`src/logic/gpx_pkg.sv`:
```
// Package for the pin configuration and indexed data access block
// ==========================================================================
// Functional notes
// - Run-state index/data access answers only while the global run-access bit is one.
// - After power-on the index port sits at 0xEA and the data port at 0xEB.
// - The index port may only move to 0xE0, 0xE2, 0xE4 or 0xEA.
// - The data port is always the index port address plus one.
// - A new port location takes effect once configuration state is left.
// - Index 0x01, 0x03, 0x05, 0x06 select bank A, watchdog, bank B, bank C.
// - Index 0x08/0x09 select soft-power enables, 0x0A/0x0B soft-power status.
// - Run-state registers share storage with their logical unit eight registers.
// - Per-pin configuration registers are reachable in configuration state only.
// - For the plain pin function bit 0 one means input, zero output.
// - Bit 1 one inverts pin versus data bit for inputs and outputs.
// - Bits 4:3 select the pin function; 00 selects the default function.
// - Bit 5 enables the pin into its group interrupt in every function.
// - Bit 7 chooses open-drain or push-pull for plain and capable alternate outputs.
// - With an alternate function the direction comes from the function, bit 0 ignored.
// - Alternate outputs invert with bit 1; inputs do not, except either-edge input.
// - Each group interrupt is the OR of its enabled pins, active high.
// - A group interrupt select register picks each group's host channel.
// - Both group interrupts also feed SMI, wake-up and SCI/PME event routing.
// - Per-group debounce rejects input pulses of 1 ms or shorter.
// - An unselected alternate input sits at its inactive level, chip select at one.
// - Reading an input data bit returns the pin level; writing it does nothing.
// - An output data bit drives the pin; reading returns the last value written.
// - At power-on reset every pin is a non-inverting input.
package gpx_pkg;
  localparam int NPIN = 24;
  localparam int NALT = 4;
  localparam int CNT_W = 14;
  // ==========================================================================
  // Timing
  localparam int CLK_PERIOD_NS = 100;
  localparam int DEB_TIME_NS = 1000000;
  localparam int DEB_CYCLES_DOC = DEB_TIME_NS / CLK_PERIOD_NS;
  // ==========================================================================
  // Run-state ports and indices
  localparam logic [7:0] IDX_BASE_RST = 8'hea;
  localparam logic [7:0] IDX_BASE_E0 = 8'he0;
  localparam logic [7:0] IDX_BASE_E2 = 8'he2;
  localparam logic [7:0] IDX_BASE_E4 = 8'he4;
  localparam logic [7:0] RIDX_BANK_A = 8'h01;
  localparam logic [7:0] RIDX_WDT = 8'h03;
  localparam logic [7:0] RIDX_BANK_B = 8'h05;
  localparam logic [7:0] RIDX_BANK_C = 8'h06;
  localparam logic [7:0] RIDX_SPE1 = 8'h08;
  localparam logic [7:0] RIDX_SPE2 = 8'h09;
  localparam logic [7:0] RIDX_SPS1 = 8'h0a;
  localparam logic [7:0] RIDX_SPS2 = 8'h0b;
  // ==========================================================================
  // Logical unit eight register numbers
  localparam logic [7:0] CR_BANK_A = 8'hf6;
  localparam logic [7:0] CR_WDT = 8'hf4;
  localparam logic [7:0] CR_BANK_B = 8'hf9;
  localparam logic [7:0] CR_BANK_C = 8'hfa;
  localparam logic [7:0] CR_SPE1 = 8'hb0;
  localparam logic [7:0] CR_SPE2 = 8'hb1;
  localparam logic [7:0] CR_SPS1 = 8'hb2;
  localparam logic [7:0] CR_SPS2 = 8'hb3;
  localparam logic [7:0] CR_GINT1 = 8'hf7;
  localparam logic [7:0] CR_GINT2 = 8'hf8;
  localparam logic [7:0] CR_CFG_A = 8'he0;
  localparam logic [7:0] CR_CFG_B = 8'hc8;
  localparam logic [7:0] CR_CFG_C = 8'hd0;
  localparam logic [7:0] BANK_B_IMPL = 8'h1d;
  // ==========================================================================
  // Pin configuration fields
  localparam int CB_DIR = 0;
  localparam int CB_POL = 1;
  localparam int CB_FN_LO = 3;
  localparam int CB_IEN = 5;
  localparam int CB_OD = 7;
  localparam logic [7:0] CFG_RST = 8'h01;
  localparam int GI_DEB = 4;
  localparam logic [7:0] GINT_RST = 8'h00;

  typedef struct packed {
    logic [15:0] addr;
    logic rd;
    logic wr;
    logic [7:0] wdata;
  } gpx_io_req_t;

  typedef struct packed {
    logic sel;
    logic rd;
    logic wr;
    logic [7:0] idx;
    logic [7:0] wdata;
  } gpx_cfg_req_t;

  typedef struct packed {
    logic [NPIN-1:0][7:0] cfg;
    logic [NPIN-1:0] dout;
    logic [NPIN-1:0] filt;
    logic [NPIN-1:0][CNT_W-1:0] cnt;
    logic [7:0] wdt;
    logic [7:0] spe1;
    logic [7:0] spe2;
    logic [7:0] sps1;
    logic [7:0] sps2;
    logic [7:0] gint1;
    logic [7:0] gint2;
    logic [7:0] run_base;
    logic [7:0] run_idx;
    logic cfg_prev;
    logic [7:0] io_rdata;
    logic io_rack;
    logic [7:0] cfg_rdata;
    logic cfg_rack;
    logic [NPIN-1:0] pin_o;
    logic [NPIN-1:0] pin_oe;
    logic [NALT-1:0][NPIN-1:0] alt_in;
    logic [1:0] grp_irq;
    logic [1:0] grp_evt;
  } gpx_state_t;
endpackage : gpx_pkg

```
`src/logic/gpx_top.sv`:
```
// Pin configuration, group interrupts and run-state indexed register access
`timescale 1ns/1ps
`default_nettype none
module gpx_top #(
  parameter int DEB_CYCLES = gpx_pkg::DEB_CYCLES_DOC,
  parameter logic [gpx_pkg::NPIN-1:0][1:0] PLAIN_FN = 48'haaaa_aa9a_0000,
  parameter logic [gpx_pkg::NPIN-1:0] GROUP2_MASK = 24'hffff00,
  parameter logic [gpx_pkg::NALT-1:0][gpx_pkg::NPIN-1:0] ALT_IS_OUT = 96'h0,
  parameter logic [gpx_pkg::NALT-1:0][gpx_pkg::NPIN-1:0] ALT_IS_EITHER_EDGE_IRQ_INPUT = 96'h0,
  parameter logic [gpx_pkg::NALT-1:0][gpx_pkg::NPIN-1:0] ALT_OD_OK = 96'h0,
  parameter logic [gpx_pkg::NALT-1:0][gpx_pkg::NPIN-1:0] ALT_IDLE = 96'h0000_0000_0000_0000_0000_0800
) (
  input wire logic CLK, // 10 MHz clock
  input wire logic RSTN, // Battery power-on reset
  input wire logic RUN_EN, // Global run-access bit
  input wire logic CFG_MODE, // Chip in configuration state
  input wire logic [7:0] IDX_BASE, // Programmed index port location
  input wire gpx_pkg::gpx_io_req_t IO_REQ, // Host I/O cycle
  output logic [7:0] IO_RDATA, // Run-state read data
  output logic IO_RACK, // Run-state read answered
  input wire gpx_pkg::gpx_cfg_req_t CFG_REQ, // Unit eight register access
  output logic [7:0] CFG_RDATA, // Configuration read data
  output logic CFG_RACK, // Configuration read answered
  input wire logic [gpx_pkg::NPIN-1:0] PIN_I, // Pin levels
  output logic [gpx_pkg::NPIN-1:0] PIN_O, // Pin drive values
  output logic [gpx_pkg::NPIN-1:0] PIN_OE, // Pin drive enables
  input wire logic [gpx_pkg::NALT-1:0][gpx_pkg::NPIN-1:0] ALT_OUT, // Alternate sources
  output logic [gpx_pkg::NALT-1:0][gpx_pkg::NPIN-1:0] ALT_IN, // Alternate inputs
  output logic [1:0] GRP_IRQ, // Group interrupt levels
  output logic [1:0] GRP_EVT, // Group rising-edge events
  output logic [3:0] GRP1_CHAN, // Group 1 host channel
  output logic [3:0] GRP2_CHAN, // Group 2 host channel
  output logic [7:0] WDT_CTRL, // Watchdog control value
  output logic [15:0] SP_ENABLE, // Soft-power enables
  output logic [15:0] SP_STATUS // Soft-power status
);
  import gpx_pkg::*;

  if (DEB_CYCLES < 2 || DEB_CYCLES >= (1 << CNT_W)) begin : g_chk
    $error("DEB_CYCLES out of counter range");
  end

  localparam logic [CNT_W-1:0] DEB_LIM = CNT_W'(DEB_CYCLES);

  gpx_state_t st_r;
  gpx_state_t st_nxt;

  // ==========================================================================
  // Decode helpers
  function automatic logic base_ok(input logic [7:0] b);
    base_ok = (b == IDX_BASE_E0) || (b == IDX_BASE_E2) ||
              (b == IDX_BASE_E4) || (b == IDX_BASE_RST);
  endfunction : base_ok

  // Run index to shared unit eight number; zero means unmapped
  function automatic logic [7:0] run2cr(input logic [7:0] idx);
    case (idx)
      RIDX_BANK_A: run2cr = CR_BANK_A;
      RIDX_WDT: run2cr = CR_WDT;
      RIDX_BANK_B: run2cr = CR_BANK_B;
      RIDX_BANK_C: run2cr = CR_BANK_C;
      RIDX_SPE1: run2cr = CR_SPE1;
      RIDX_SPE2: run2cr = CR_SPE2;
      RIDX_SPS1: run2cr = CR_SPS1;
      RIDX_SPS2: run2cr = CR_SPS2;
      default: run2cr = 8'h00;
    endcase
  endfunction : run2cr

  // Pin configuration register number to pin; bit 5 flags a hit
  function automatic logic [5:0] cr2pin(input logic [7:0] cr);
    cr2pin = 6'h00;
    if (cr[7:3] == CR_CFG_A[7:3]) begin
      cr2pin = {1'b1, 5'(cr[2:0])};
    end else if (cr[7:3] == CR_CFG_B[7:3] && BANK_B_IMPL[cr[2:0]]) begin
      cr2pin = {1'b1, 5'(cr[2:0]) + 5'h08};
    end else if (cr[7:3] == CR_CFG_C[7:3]) begin
      cr2pin = {1'b1, 5'(cr[2:0]) + 5'h10};
    end
  endfunction : cr2pin

  // ==========================================================================
  // Per-pin datapath
  logic [NPIN-1:0] plain;
  logic [NPIN-1:0] is_out;
  logic [NPIN-1:0] oval;
  logic [NPIN-1:0] od_en;
  logic [NPIN-1:0] raw_in;
  logic [NPIN-1:0] rd_bit;
  logic [NPIN-1:0] irq_src;
  logic [1:0] fn [NPIN];

  always_comb begin
    for (int p = 0; p < NPIN; p++) begin
      fn[p] = st_r.cfg[p][CB_FN_LO +: 2];
      plain[p] = (fn[p] == PLAIN_FN[p]);
      raw_in[p] = PIN_I[p] ^ st_r.cfg[p][CB_POL];
      if (plain[p]) begin
        is_out[p] = ~st_r.cfg[p][CB_DIR];
        oval[p] = st_r.dout[p] ^ st_r.cfg[p][CB_POL];
        od_en[p] = st_r.cfg[p][CB_OD];
        rd_bit[p] = is_out[p] ? st_r.dout[p] : raw_in[p];
      end else begin
        is_out[p] = ALT_IS_OUT[fn[p]][p];
        oval[p] = ALT_OUT[fn[p]][p] ^ st_r.cfg[p][CB_POL];
        od_en[p] = st_r.cfg[p][CB_OD] & ALT_OD_OK[fn[p]][p];
        rd_bit[p] = raw_in[p];
      end
      // Debounce only guards pins that are sensed as inputs
      if (is_out[p]) begin
        irq_src[p] = st_r.cfg[p][CB_IEN] & oval[p];
      end else if (GROUP2_MASK[p] ? st_r.gint2[GI_DEB] : st_r.gint1[GI_DEB]) begin
        irq_src[p] = st_r.cfg[p][CB_IEN] & st_r.filt[p];
      end else begin
        irq_src[p] = st_r.cfg[p][CB_IEN] & raw_in[p];
      end
    end
  end

  // Bank read assembly; unimplemented bank B bits read zero
  function automatic logic [7:0] bank_rd(input logic [NPIN-1:0] b, input int k);
    bank_rd = b[k*8 +: 8];
    if (k == 1) begin
      bank_rd = bank_rd & BANK_B_IMPL;
    end
  endfunction : bank_rd

  function automatic logic [7:0] reg_rd(input gpx_state_t s, input logic [7:0] cr,
                                        input logic [NPIN-1:0] bits);
    logic [5:0] pn;
    pn = cr2pin(cr);
    case (cr)
      CR_BANK_A: reg_rd = bank_rd(bits, 0);
      CR_BANK_B: reg_rd = bank_rd(bits, 1);
      CR_BANK_C: reg_rd = bank_rd(bits, 2);
      CR_WDT: reg_rd = s.wdt;
      CR_SPE1: reg_rd = s.spe1;
      CR_SPE2: reg_rd = s.spe2;
      CR_SPS1: reg_rd = s.sps1;
      CR_SPS2: reg_rd = s.sps2;
      CR_GINT1: reg_rd = s.gint1;
      CR_GINT2: reg_rd = s.gint2;
      default: reg_rd = pn[5] ? s.cfg[pn[4:0]] : 8'h00;
    endcase
  endfunction : reg_rd

  // ==========================================================================
  // Register access and next state
  logic run_ok;
  logic idx_hit;
  logic dat_hit;
  logic wr_en;
  logic [7:0] wr_cr;
  logic [7:0] wr_val;
  logic [5:0] wr_pin;
  logic raw_irq1;
  logic raw_irq2;

  always_comb begin
    st_nxt = st_r;
    run_ok = RUN_EN & ~CFG_MODE;
    idx_hit = run_ok && IO_REQ.addr == {8'h00, st_r.run_base};
    dat_hit = run_ok && IO_REQ.addr == {8'h00, st_r.run_base + 8'h01};
    wr_en = 1'b0;
    wr_cr = 8'h00;
    wr_val = CFG_REQ.wdata;
    if (idx_hit && IO_REQ.wr) begin
      st_nxt.run_idx = IO_REQ.wdata;
    end
    if (dat_hit && IO_REQ.wr) begin
      wr_en = 1'b1;
      wr_cr = run2cr(st_r.run_idx);
      wr_val = IO_REQ.wdata;
    end else if (CFG_MODE && CFG_REQ.sel && CFG_REQ.wr) begin
      wr_en = 1'b1;
      wr_cr = CFG_REQ.idx;
    end
    wr_pin = cr2pin(wr_cr);
    st_nxt.io_rack = (idx_hit | dat_hit) & IO_REQ.rd;
    st_nxt.io_rdata = 8'h00;
    if (idx_hit && IO_REQ.rd) begin
      st_nxt.io_rdata = st_r.run_idx;
    end else if (dat_hit && IO_REQ.rd) begin
      st_nxt.io_rdata = reg_rd(st_r, run2cr(st_r.run_idx), rd_bit);
    end
    st_nxt.cfg_rack = CFG_MODE & CFG_REQ.sel & CFG_REQ.rd;
    st_nxt.cfg_rdata = st_nxt.cfg_rack ? reg_rd(st_r, CFG_REQ.idx, rd_bit) : 8'h00;
    if (wr_en) begin
      case (wr_cr)
        CR_BANK_A: st_nxt.dout[7:0] = wr_val;
        CR_BANK_B: st_nxt.dout[15:8] = wr_val & BANK_B_IMPL;
        CR_BANK_C: st_nxt.dout[23:16] = wr_val;
        CR_WDT: st_nxt.wdt = wr_val;
        CR_SPE1: st_nxt.spe1 = wr_val;
        CR_SPE2: st_nxt.spe2 = wr_val;
        CR_SPS1: st_nxt.sps1 = wr_val;
        CR_SPS2: st_nxt.sps2 = wr_val;
        CR_GINT1: st_nxt.gint1 = wr_val;
        CR_GINT2: st_nxt.gint2 = wr_val;
        default: begin
          if (wr_pin[5] && CFG_MODE) begin
            st_nxt.cfg[wr_pin[4:0]] = wr_val;
          end
        end
      endcase
      // Input pins keep their latch untouched by data writes
      for (int p = 0; p < NPIN; p++) begin
        if (!(plain[p] && is_out[p])) begin
          st_nxt.dout[p] = st_r.dout[p];
        end
      end
    end
    // Relocation is applied only on the way out of configuration state
    st_nxt.cfg_prev = CFG_MODE;
    if (st_r.cfg_prev && !CFG_MODE && base_ok(IDX_BASE)) begin
      st_nxt.run_base = IDX_BASE;
    end
    // Debounce: a level must differ for more than DEB_CYCLES cycles
    for (int p = 0; p < NPIN; p++) begin
      if (raw_in[p] == st_r.filt[p]) begin
        st_nxt.cnt[p] = '0;
      end else if (st_r.cnt[p] == DEB_LIM) begin
        st_nxt.cnt[p] = '0;
        st_nxt.filt[p] = raw_in[p];
      end else begin
        st_nxt.cnt[p] = st_r.cnt[p] + CNT_W'(1);
      end
    end
    for (int p = 0; p < NPIN; p++) begin
      st_nxt.pin_oe[p] = is_out[p] & ~(od_en[p] & oval[p]);
      st_nxt.pin_o[p] = oval[p] & ~od_en[p];
      for (int s = 0; s < NALT; s++) begin
        if (!plain[p] && fn[p] == 2'(s) && !ALT_IS_OUT[s][p]) begin
          st_nxt.alt_in[s][p] = ALT_IS_EITHER_EDGE_IRQ_INPUT[s][p] ? raw_in[p] : PIN_I[p];
        end else begin
          st_nxt.alt_in[s][p] = ALT_IDLE[s][p];
        end
      end
    end
    raw_irq1 = |(irq_src & ~GROUP2_MASK);
    raw_irq2 = |(irq_src & GROUP2_MASK);
    st_nxt.grp_irq = {raw_irq2, raw_irq1};
    st_nxt.grp_evt = st_nxt.grp_irq & ~st_r.grp_irq;
  end

  always_ff @(posedge CLK or negedge RSTN) begin
    if (!RSTN) begin
      st_r <= '0;
      st_r.cfg <= {NPIN{CFG_RST}};
      st_r.run_base <= IDX_BASE_RST;
      st_r.gint1 <= GINT_RST;
      st_r.gint2 <= GINT_RST;
      st_r.alt_in <= ALT_IDLE;
    end else begin
      st_r <= st_nxt;
    end
  end

  assign IO_RDATA = st_r.io_rdata;
  assign IO_RACK = st_r.io_rack;
  assign CFG_RDATA = st_r.cfg_rdata;
  assign CFG_RACK = st_r.cfg_rack;
  assign PIN_O = st_r.pin_o;
  assign PIN_OE = st_r.pin_oe;
  assign ALT_IN = st_r.alt_in;
  assign GRP_IRQ = st_r.grp_irq;
  assign GRP_EVT = st_r.grp_evt;
  assign GRP1_CHAN = st_r.gint1[3:0];
  assign GRP2_CHAN = st_r.gint2[3:0];
  assign WDT_CTRL = st_r.wdt;
  assign SP_ENABLE = {st_r.spe2, st_r.spe1};
  assign SP_STATUS = {st_r.sps2, st_r.sps1};
endmodule : gpx_top
`default_nettype wire

```
`config.mk`:
```
export PLATFORM = sky130hd
export DESIGN_NAME = gpx_top
export DESIGN_NICKNAME = d
export VERILOG_FILES = /design/src/logic/gpx_pkg.sv /design/src/logic/gpx_top.sv
export SDC_FILE = /design/constraint.sdc
export NUM_CORES = 2
export LEC_CHECK = 0
export BUFFER_PORTS_ARGS = -buffer_cell sky130_fd_sc_hd__buf_2
export CORE_MARGIN = 8
export CORE_UTILIZATION = 54
export CTS_CLUSTER_SIZE = 20
export DETAILED_ROUTE_END_ITERATION = 16
export PLACE_DENSITY = 0.77
export SYNTH_ARGS = -nofsm -noshare
export SYNTH_HDL_FRONTEND = slang
export SYNTH_SLANG_ARGS = --single-unit
```
`constraint.sdc`:
```
create_clock -name CLK -period 3.3 [get_ports CLK]
set_input_delay 0.33 -clock CLK [delete_from_list [all_inputs] [get_ports CLK]]
set_output_delay 0.33 -clock CLK [all_outputs]
set_load 0.05 [all_outputs]
```
======== After elaboration in Yosys (flattened, before gate mapping) ========
Memory sizes are Yosys's and may differ from the RTL's.
Index checks and enable logic that the tools add are counted.
operators by class
  add/subtract/negate cells ............... 31
  order comparisons ....................... 31
  eq/ne operators ......................... 165
  multiplexer cells ....................... 413
  bitwise logic cells ..................... 341
  reduce and logical (&&, ||, !) cells .... 215
operators by type and width
  kind                     number
  $bmux W24 S2             48
  $mux W14                 50
  $add A14 B1 Y14 const B  24
  $eq A14 B14 Y1 const B   24
  $eq A8 B8 Y1 const B     34
  $mux W1                  239
  $bwmux W192              1
  $and A1 B1 Y1            172
  $pmux W8 S10             2
  $mux W8                  17
  $logic_and A1 B1 Y1      107
  $not A1 Y1               98
  $eq A2 B2 Y1 const B     48
  $bmux W8 S5              2
  $mux W6                  13
  $lt A2 B3 Y1 const B     24
  $xor A1 B1 Y1            68
  $reduce_and A3 Y1        21
  $reduce_and A2 Y1        31
  $eq A2 B1 Y1 const B     24
  $logic_not A2 Y1         24
  $mux W24                 2
  $mux W23                 2
  $eq A5 B5 Y1 const B     9
  36 further kinds         112
storage, ports and cells
  bits in registers ....................... 787
  memory bits (read-only) ................. 280
  input port bits ......................... 177
  output and inout port bits .............. 214
  logic and storage cells ................. 1315
  memories kept ........................... 5
memories
  memory           words  width  rd ports  clocked after Yosys merged registers in  write ports  RTL line       text
  (no name shown)  16     8      1         0                                        0            gpx_top.sv:57  case (idx)
  (no name shown)  16     8      1         0                                        0            gpx_top.sv:57
  (no name shown)  8      1      1         0                                        0            gpx_top.sv:75  end else if (cr[7:3] == CR_CFG_B[7:3] && BANK_B_IMPL[cr[2:0]]) begin
  (no name shown)  8      1      1         0                                        0            gpx_top.sv:75
  (no name shown)  8      1      1         0                                        0            gpx_top.sv:75

======== Longest topological paths before layout ========
  word-level depth ........................ 19
  gate-level depth with buffers ........... 11
  gate-level depth less buffers ........... 9

======== Least setup slack after synthesis ========
Ideal clock, no wire load.
  kind .................................... flip-flop to flip-flop
  from .................................... reg st_r[176] (netlist name)
  to ...................................... reg st_r (netlist bit WDT_CTRL[0])
  arrival ................................. 3054 ps
  setup slack ............................. 122 ps
  cell stages (with the launch flop) ...... 11
  path buffers ............................ 2
  cell sequence ........................... dfstp_2 > ha_1 > nand3_1 > or3_4 > a2111oi_4 > o2111ai_2 > buf_6 > o21a_1 > buf_6 > nor3b_4 > mux2_2
on the way
  cells in the longest elaborated chain, start to end .. 7
  elaborated cells on any way between the ends .. 9
RTL lines
  what                         RTL line        text
  from (decl)                  gpx_top.sv:45   gpx_state_t st_r;
  from (signal assigned)       gpx_top.sv:255  st_r <= st_nxt;
  $add A8 B1 Y8 (*)            gpx_top.sv:163  dat_hit = run_ok && IO_REQ.addr == {8'h00, st_r.run_base + 8'h01};
  $eq A16 B8 Y1 (*)            gpx_top.sv:163
  $logic_and A1 B1 Y1 (*)      gpx_top.sv:163
  $logic_and A1 B1 Y1 (*)      gpx_top.sv:170  if (dat_hit && IO_REQ.wr) begin
  $mux W8                      gpx_top.sv:170
  $eq A8 B8 Y1                 gpx_top.sv:189  case (wr_cr)
  $reduce_and A2 Y1 (no line)  n/a
Mark *: on every way between the ends. The rest lies on a longest branch, timed or not.
A chain may end at the register's enable or synchronous reset.

======== Final worst setup path ========
  from .................................... reg st_r[176] (netlist name)
  to ...................................... reg st_r[601] (netlist name)
on the way
  cells in the longest elaborated chain, start to end .. 7
  elaborated cells on any way between the ends .. 9
RTL lines
  what                         RTL line
  $add A8 B1 Y8 (*)            gpx_top.sv:163
  $eq A16 B8 Y1 (*)            gpx_top.sv:163
  $logic_and A1 B1 Y1 (*)      gpx_top.sv:163
  $logic_and A1 B1 Y1 (*)      gpx_top.sv:170
  $mux W8                      gpx_top.sv:170
  $eq A8 B8 Y1                 gpx_top.sv:189
  $reduce_and A3 Y1 (no line)  n/a
Marked as above.

==> results by group <==
Clocking
  • Num CTS Buffers: 82
  • Clock Tree Buf Depth: 3
  • CTS Root Cell: clkbuf_16
  • Clock sink total: 779
  • CTS tree: done
  • Clk_lat worst skew: approximately 0.66 ns
  • CTS H-tree lvls: 3
  • Clock transition at path regs: ~0.070 ns

Layout
  • Final cell area excluding filler cells: about 45000 um2
  • Fillers: between 5000 and 6000
  • Total Nets Final: around 4200
  • Commonest non-fill, non-tap cell in the layout: dfrtp_1
  • Synth-to-Final Area Change: 13.3%
  • Leading cell types in the layout, fill and taps excluded: 749 x dfrtp_1, 420 x nor2_1, 341 x buf_2
  • Area of the multi-input gates: around 18000 um2
  • FF/Latch Area: 19500 um2
  • Finished Layout Cells: between 5000 and 6000
  • Layout cells sized above 1: 0.254

Logic synthesis
  • Post-Syn Area: 39700 um2
  • Synth warn: 0
  • Number of synthesized flops with an enable pin: 0
  • Synth cell types: between 80 and 90
  • Cells after synthesis: 3747
  • Sequential share of the synthesized area: 0.492
  • FF+latch count, synth: 779
  • Syn_area_per_cell: roughly 11 um2
  • Dominant synthesized flop cell: dfrtp_1
  • Async S/R FF share, synth: 1.00

Die
  • # rows: just under 100
  • Die span in x: approximately 290 um
  • IO Count: approximately 390
  • Die Area: slightly above 80000 um2
  • Die Height: roughly 290 um
  • Initial core utilization: 0.545
  • Core area: approximately 73000 um2

Worst setup path
  • Worst setup SP type: flop
  • Critical path class: flop to flop
  • CP max stage delay: roughly 0.53 ns
  • Worst Path Required: approximately 3.8 ns
  • Arr. time, crit path: roughly 3.7 ns
  • Crit-path cells: ha_1, nand3_2, or3_4, a2111oi_4, o2111ai_2, buf_6, o22a_2, nor4_2, mux2_2
  • Crit. End Element: flop
  • Crit-path slowest cell: dfstp_2
  • Critical path fanouts, max: 8

Routing
  • Drt drc: 0
  • Initial DRC count: roughly 3000
  • Routed wire per std cell: ~22 um
  • Final wirelength: about 110000 um
  • First-pass DRT Iterations: 5
  • Via density: 5.95
  • DRT antenna net count: 0
  • Via count: between 20000 and 30000

STA
  • Tmin final: ~3.2 ns
  • Slew HR: 0.372
  • Slew @ Worst Pin: around 0.94 ns
  • Slew Viols, Final: 0
  • Setup TNS: 0 ns
  • Final hold viol count: 0
  • Max Freq: between 300 and 400 MHz
  • Hold WS: 0.0361 ns
  • Fin crit share: 0.966
  • Setup Skew: 0.0343 ns
  • RSZ-0062 raised after global routing: yes
  • Final setup vio count: 0

Status
  • Status: complete, no violations

Power and ir drop
  • Power Dens Cells: 474 nW/um2
  • Pleak: 21.3 nW
  • Max VDD drop: around 370 uV
  • Pwr Total: about 21 mW

Placed design
  • Placed cell count: roughly 4800
  • DP Area: 41700 um2
  • Final HPWL DP: ~80000 um
  • GPL Wtd Cong: 0.997
  • # port buffers: about 340

Global route
  • GR Util All Layers: 0.268
  • Total global routing overflow: 0
  • First-pass GRT wire length: around 170000 um
  • Largest net degree at the start of global routing: about 100
  • Vias in the first global route: 30142
  • Initial antenna violation count: 7

Flow run
  • Max-cap violation count: 0

Hold path
  • Hold/Removal Path Class: primary input to flop
[registers in the layout, indices dropped and copies added, names as in the netlist, 2 cells and up]
register   flops
GRP_EVT        2
GRP2_CHAN      4
IO_RDATA       8
PIN_O         24
SP_STATUS     16
WDT_CTRL       8
GRP1_CHAN      4
PIN_OE        24
CFG_RDATA      8
fn            48
SP_ENABLE     16
GRP_IRQ        2
ALT_IN        72
st_r         541
[worst paths after layout]
check,from,to,slack (ns),cells past startpoint
max,st_r[176],st_r[601],0.11,9
min,PIN_I[10],ALT_IN[58],0.04,2
max reg2reg,st_r[176],st_r[601],0.11,9
min reg2reg,st_r[700],st_r[700],0.38,0
max in group asynchronous,RSTN,ALT_IN[11],1.89,3
min in group asynchronous,RSTN,st_r[249],0.33,2
[cells in the mapped netlist, types with 8 or more instances]
master	n	share of area
dfrtp_1	749	0.47
mux2_2	294	0.083
a21boi_0	13	0.0025
nand3b_1	9	0.0017
or3_1	45	0.0071
buf_1	19	0.0018
ha_1	51	0.016
a311oi_1	8	0.0018
and3_1	134	0.021
a32oi_1	8	0.0018
nand4_1	29	0.0046
nor3b_1	31	0.0059
mux2i_1	49	0.012
o211ai_1	14	0.0026
a221oi_1	24	0.0053
inv_1	83	0.0079
o22ai_1	11	0.0017
nor2_1	421	0.040
a31oi_1	15	0.0024
nor4_1	36	0.0057
a22o_1	11	0.0024
or4b_2	9	0.0023
buf_4	213	0.040
a221o_1	10	0.0025
a22oi_1	18	0.0034
nor2b_1	15	0.0024
dfstp_2	30	0.020
nand3_1	204	0.026
a21oi_1	79	0.010
nand2_1	247	0.023
o21ai_0	85	0.011
and4_1	14	0.0031
a211oi_1	11	0.0021
xor2_1	222	0.049
nor3_1	48	0.0061
nand2b_1	24	0.0038
and2_1	21	0.0033
mux4_2	32	0.018
clkbuf_1	138	0.013
nor4b_1	16	0.0035
xnor2_1	120	0.026
[kinds of logic after synthesis]
| group | share of synthesized area |
|---|---|
| xor+xnor | 0.0755 |
| compound gates | 0.0694 |
| simple gates | 0.168 |
| mux | 0.114 |
| other cells | 0.0000945 |
| buf+inv | 0.0644 |
| fa+ha+maj | 0.0161 |
| flops | 0.492 |
[power breakdown]
group / total, mW / switching [mW] / internal (mW)
registers: 10.1 / 0.265 / 9.79
logic: 1.84 / 1.24 / 0.600
clock network: 9.43 / 4.02 / 5.41
total: 21.3 / 5.52 / 15.8
[per-layer routing]
layer / vias to the layer above / GRT usage / part of all wire
li1: 13405 / - / -
met1: 14960 / 0.353 / 0.41
met2: 1273 / 0.423 / 0.46
met3: 284 / 0.0582 / 0.083
met4: 0 / 0.124 / 0.048
met5: - / 0 / 0
[layout make-up]
type                    instances  area share
inverters                      85     0.00710
flip-flops and latches        779       0.435
diodes                          7    0.000390
repair buffers                518      0.0741
well taps                     959      0.0267
multi-input cells            2529       0.396
clock inverters                44      0.0107
clock buffers                 108      0.0507
[critical path, delay by kind of cell (launching register included)]
family                   cells  cell delay, ns
AO/OA/AOI/OAI                3            0.93
adder cells (fa/ha/maj)      1            0.20
flip-flops                   1            0.53
multiplexers                 1            0.37
buffers and inverters        1            0.21
AND/OR/NAND/NOR              3            0.84
[metrics by stage]
step | worst slack, ns | util
after global placement | 0.0409 | 0.572
after CTS | 0.00281 | 0.615
final | 0.113 | 0.617
after detailed placement | 0.0344 | 0.572
after floorplan | 0.122 | -
after global routing | -0.0437 | 0.617
[timing repair]
item / CTS / global route
endpoints found under the setup margin: 0 / 236
gates resized for setup: 0 / 24
hold buffers: 37 / 0
buffers inserted: 0 / 1
endpoints found under the hold margin: 140 / 0
(Power assumes the default switching activity.)
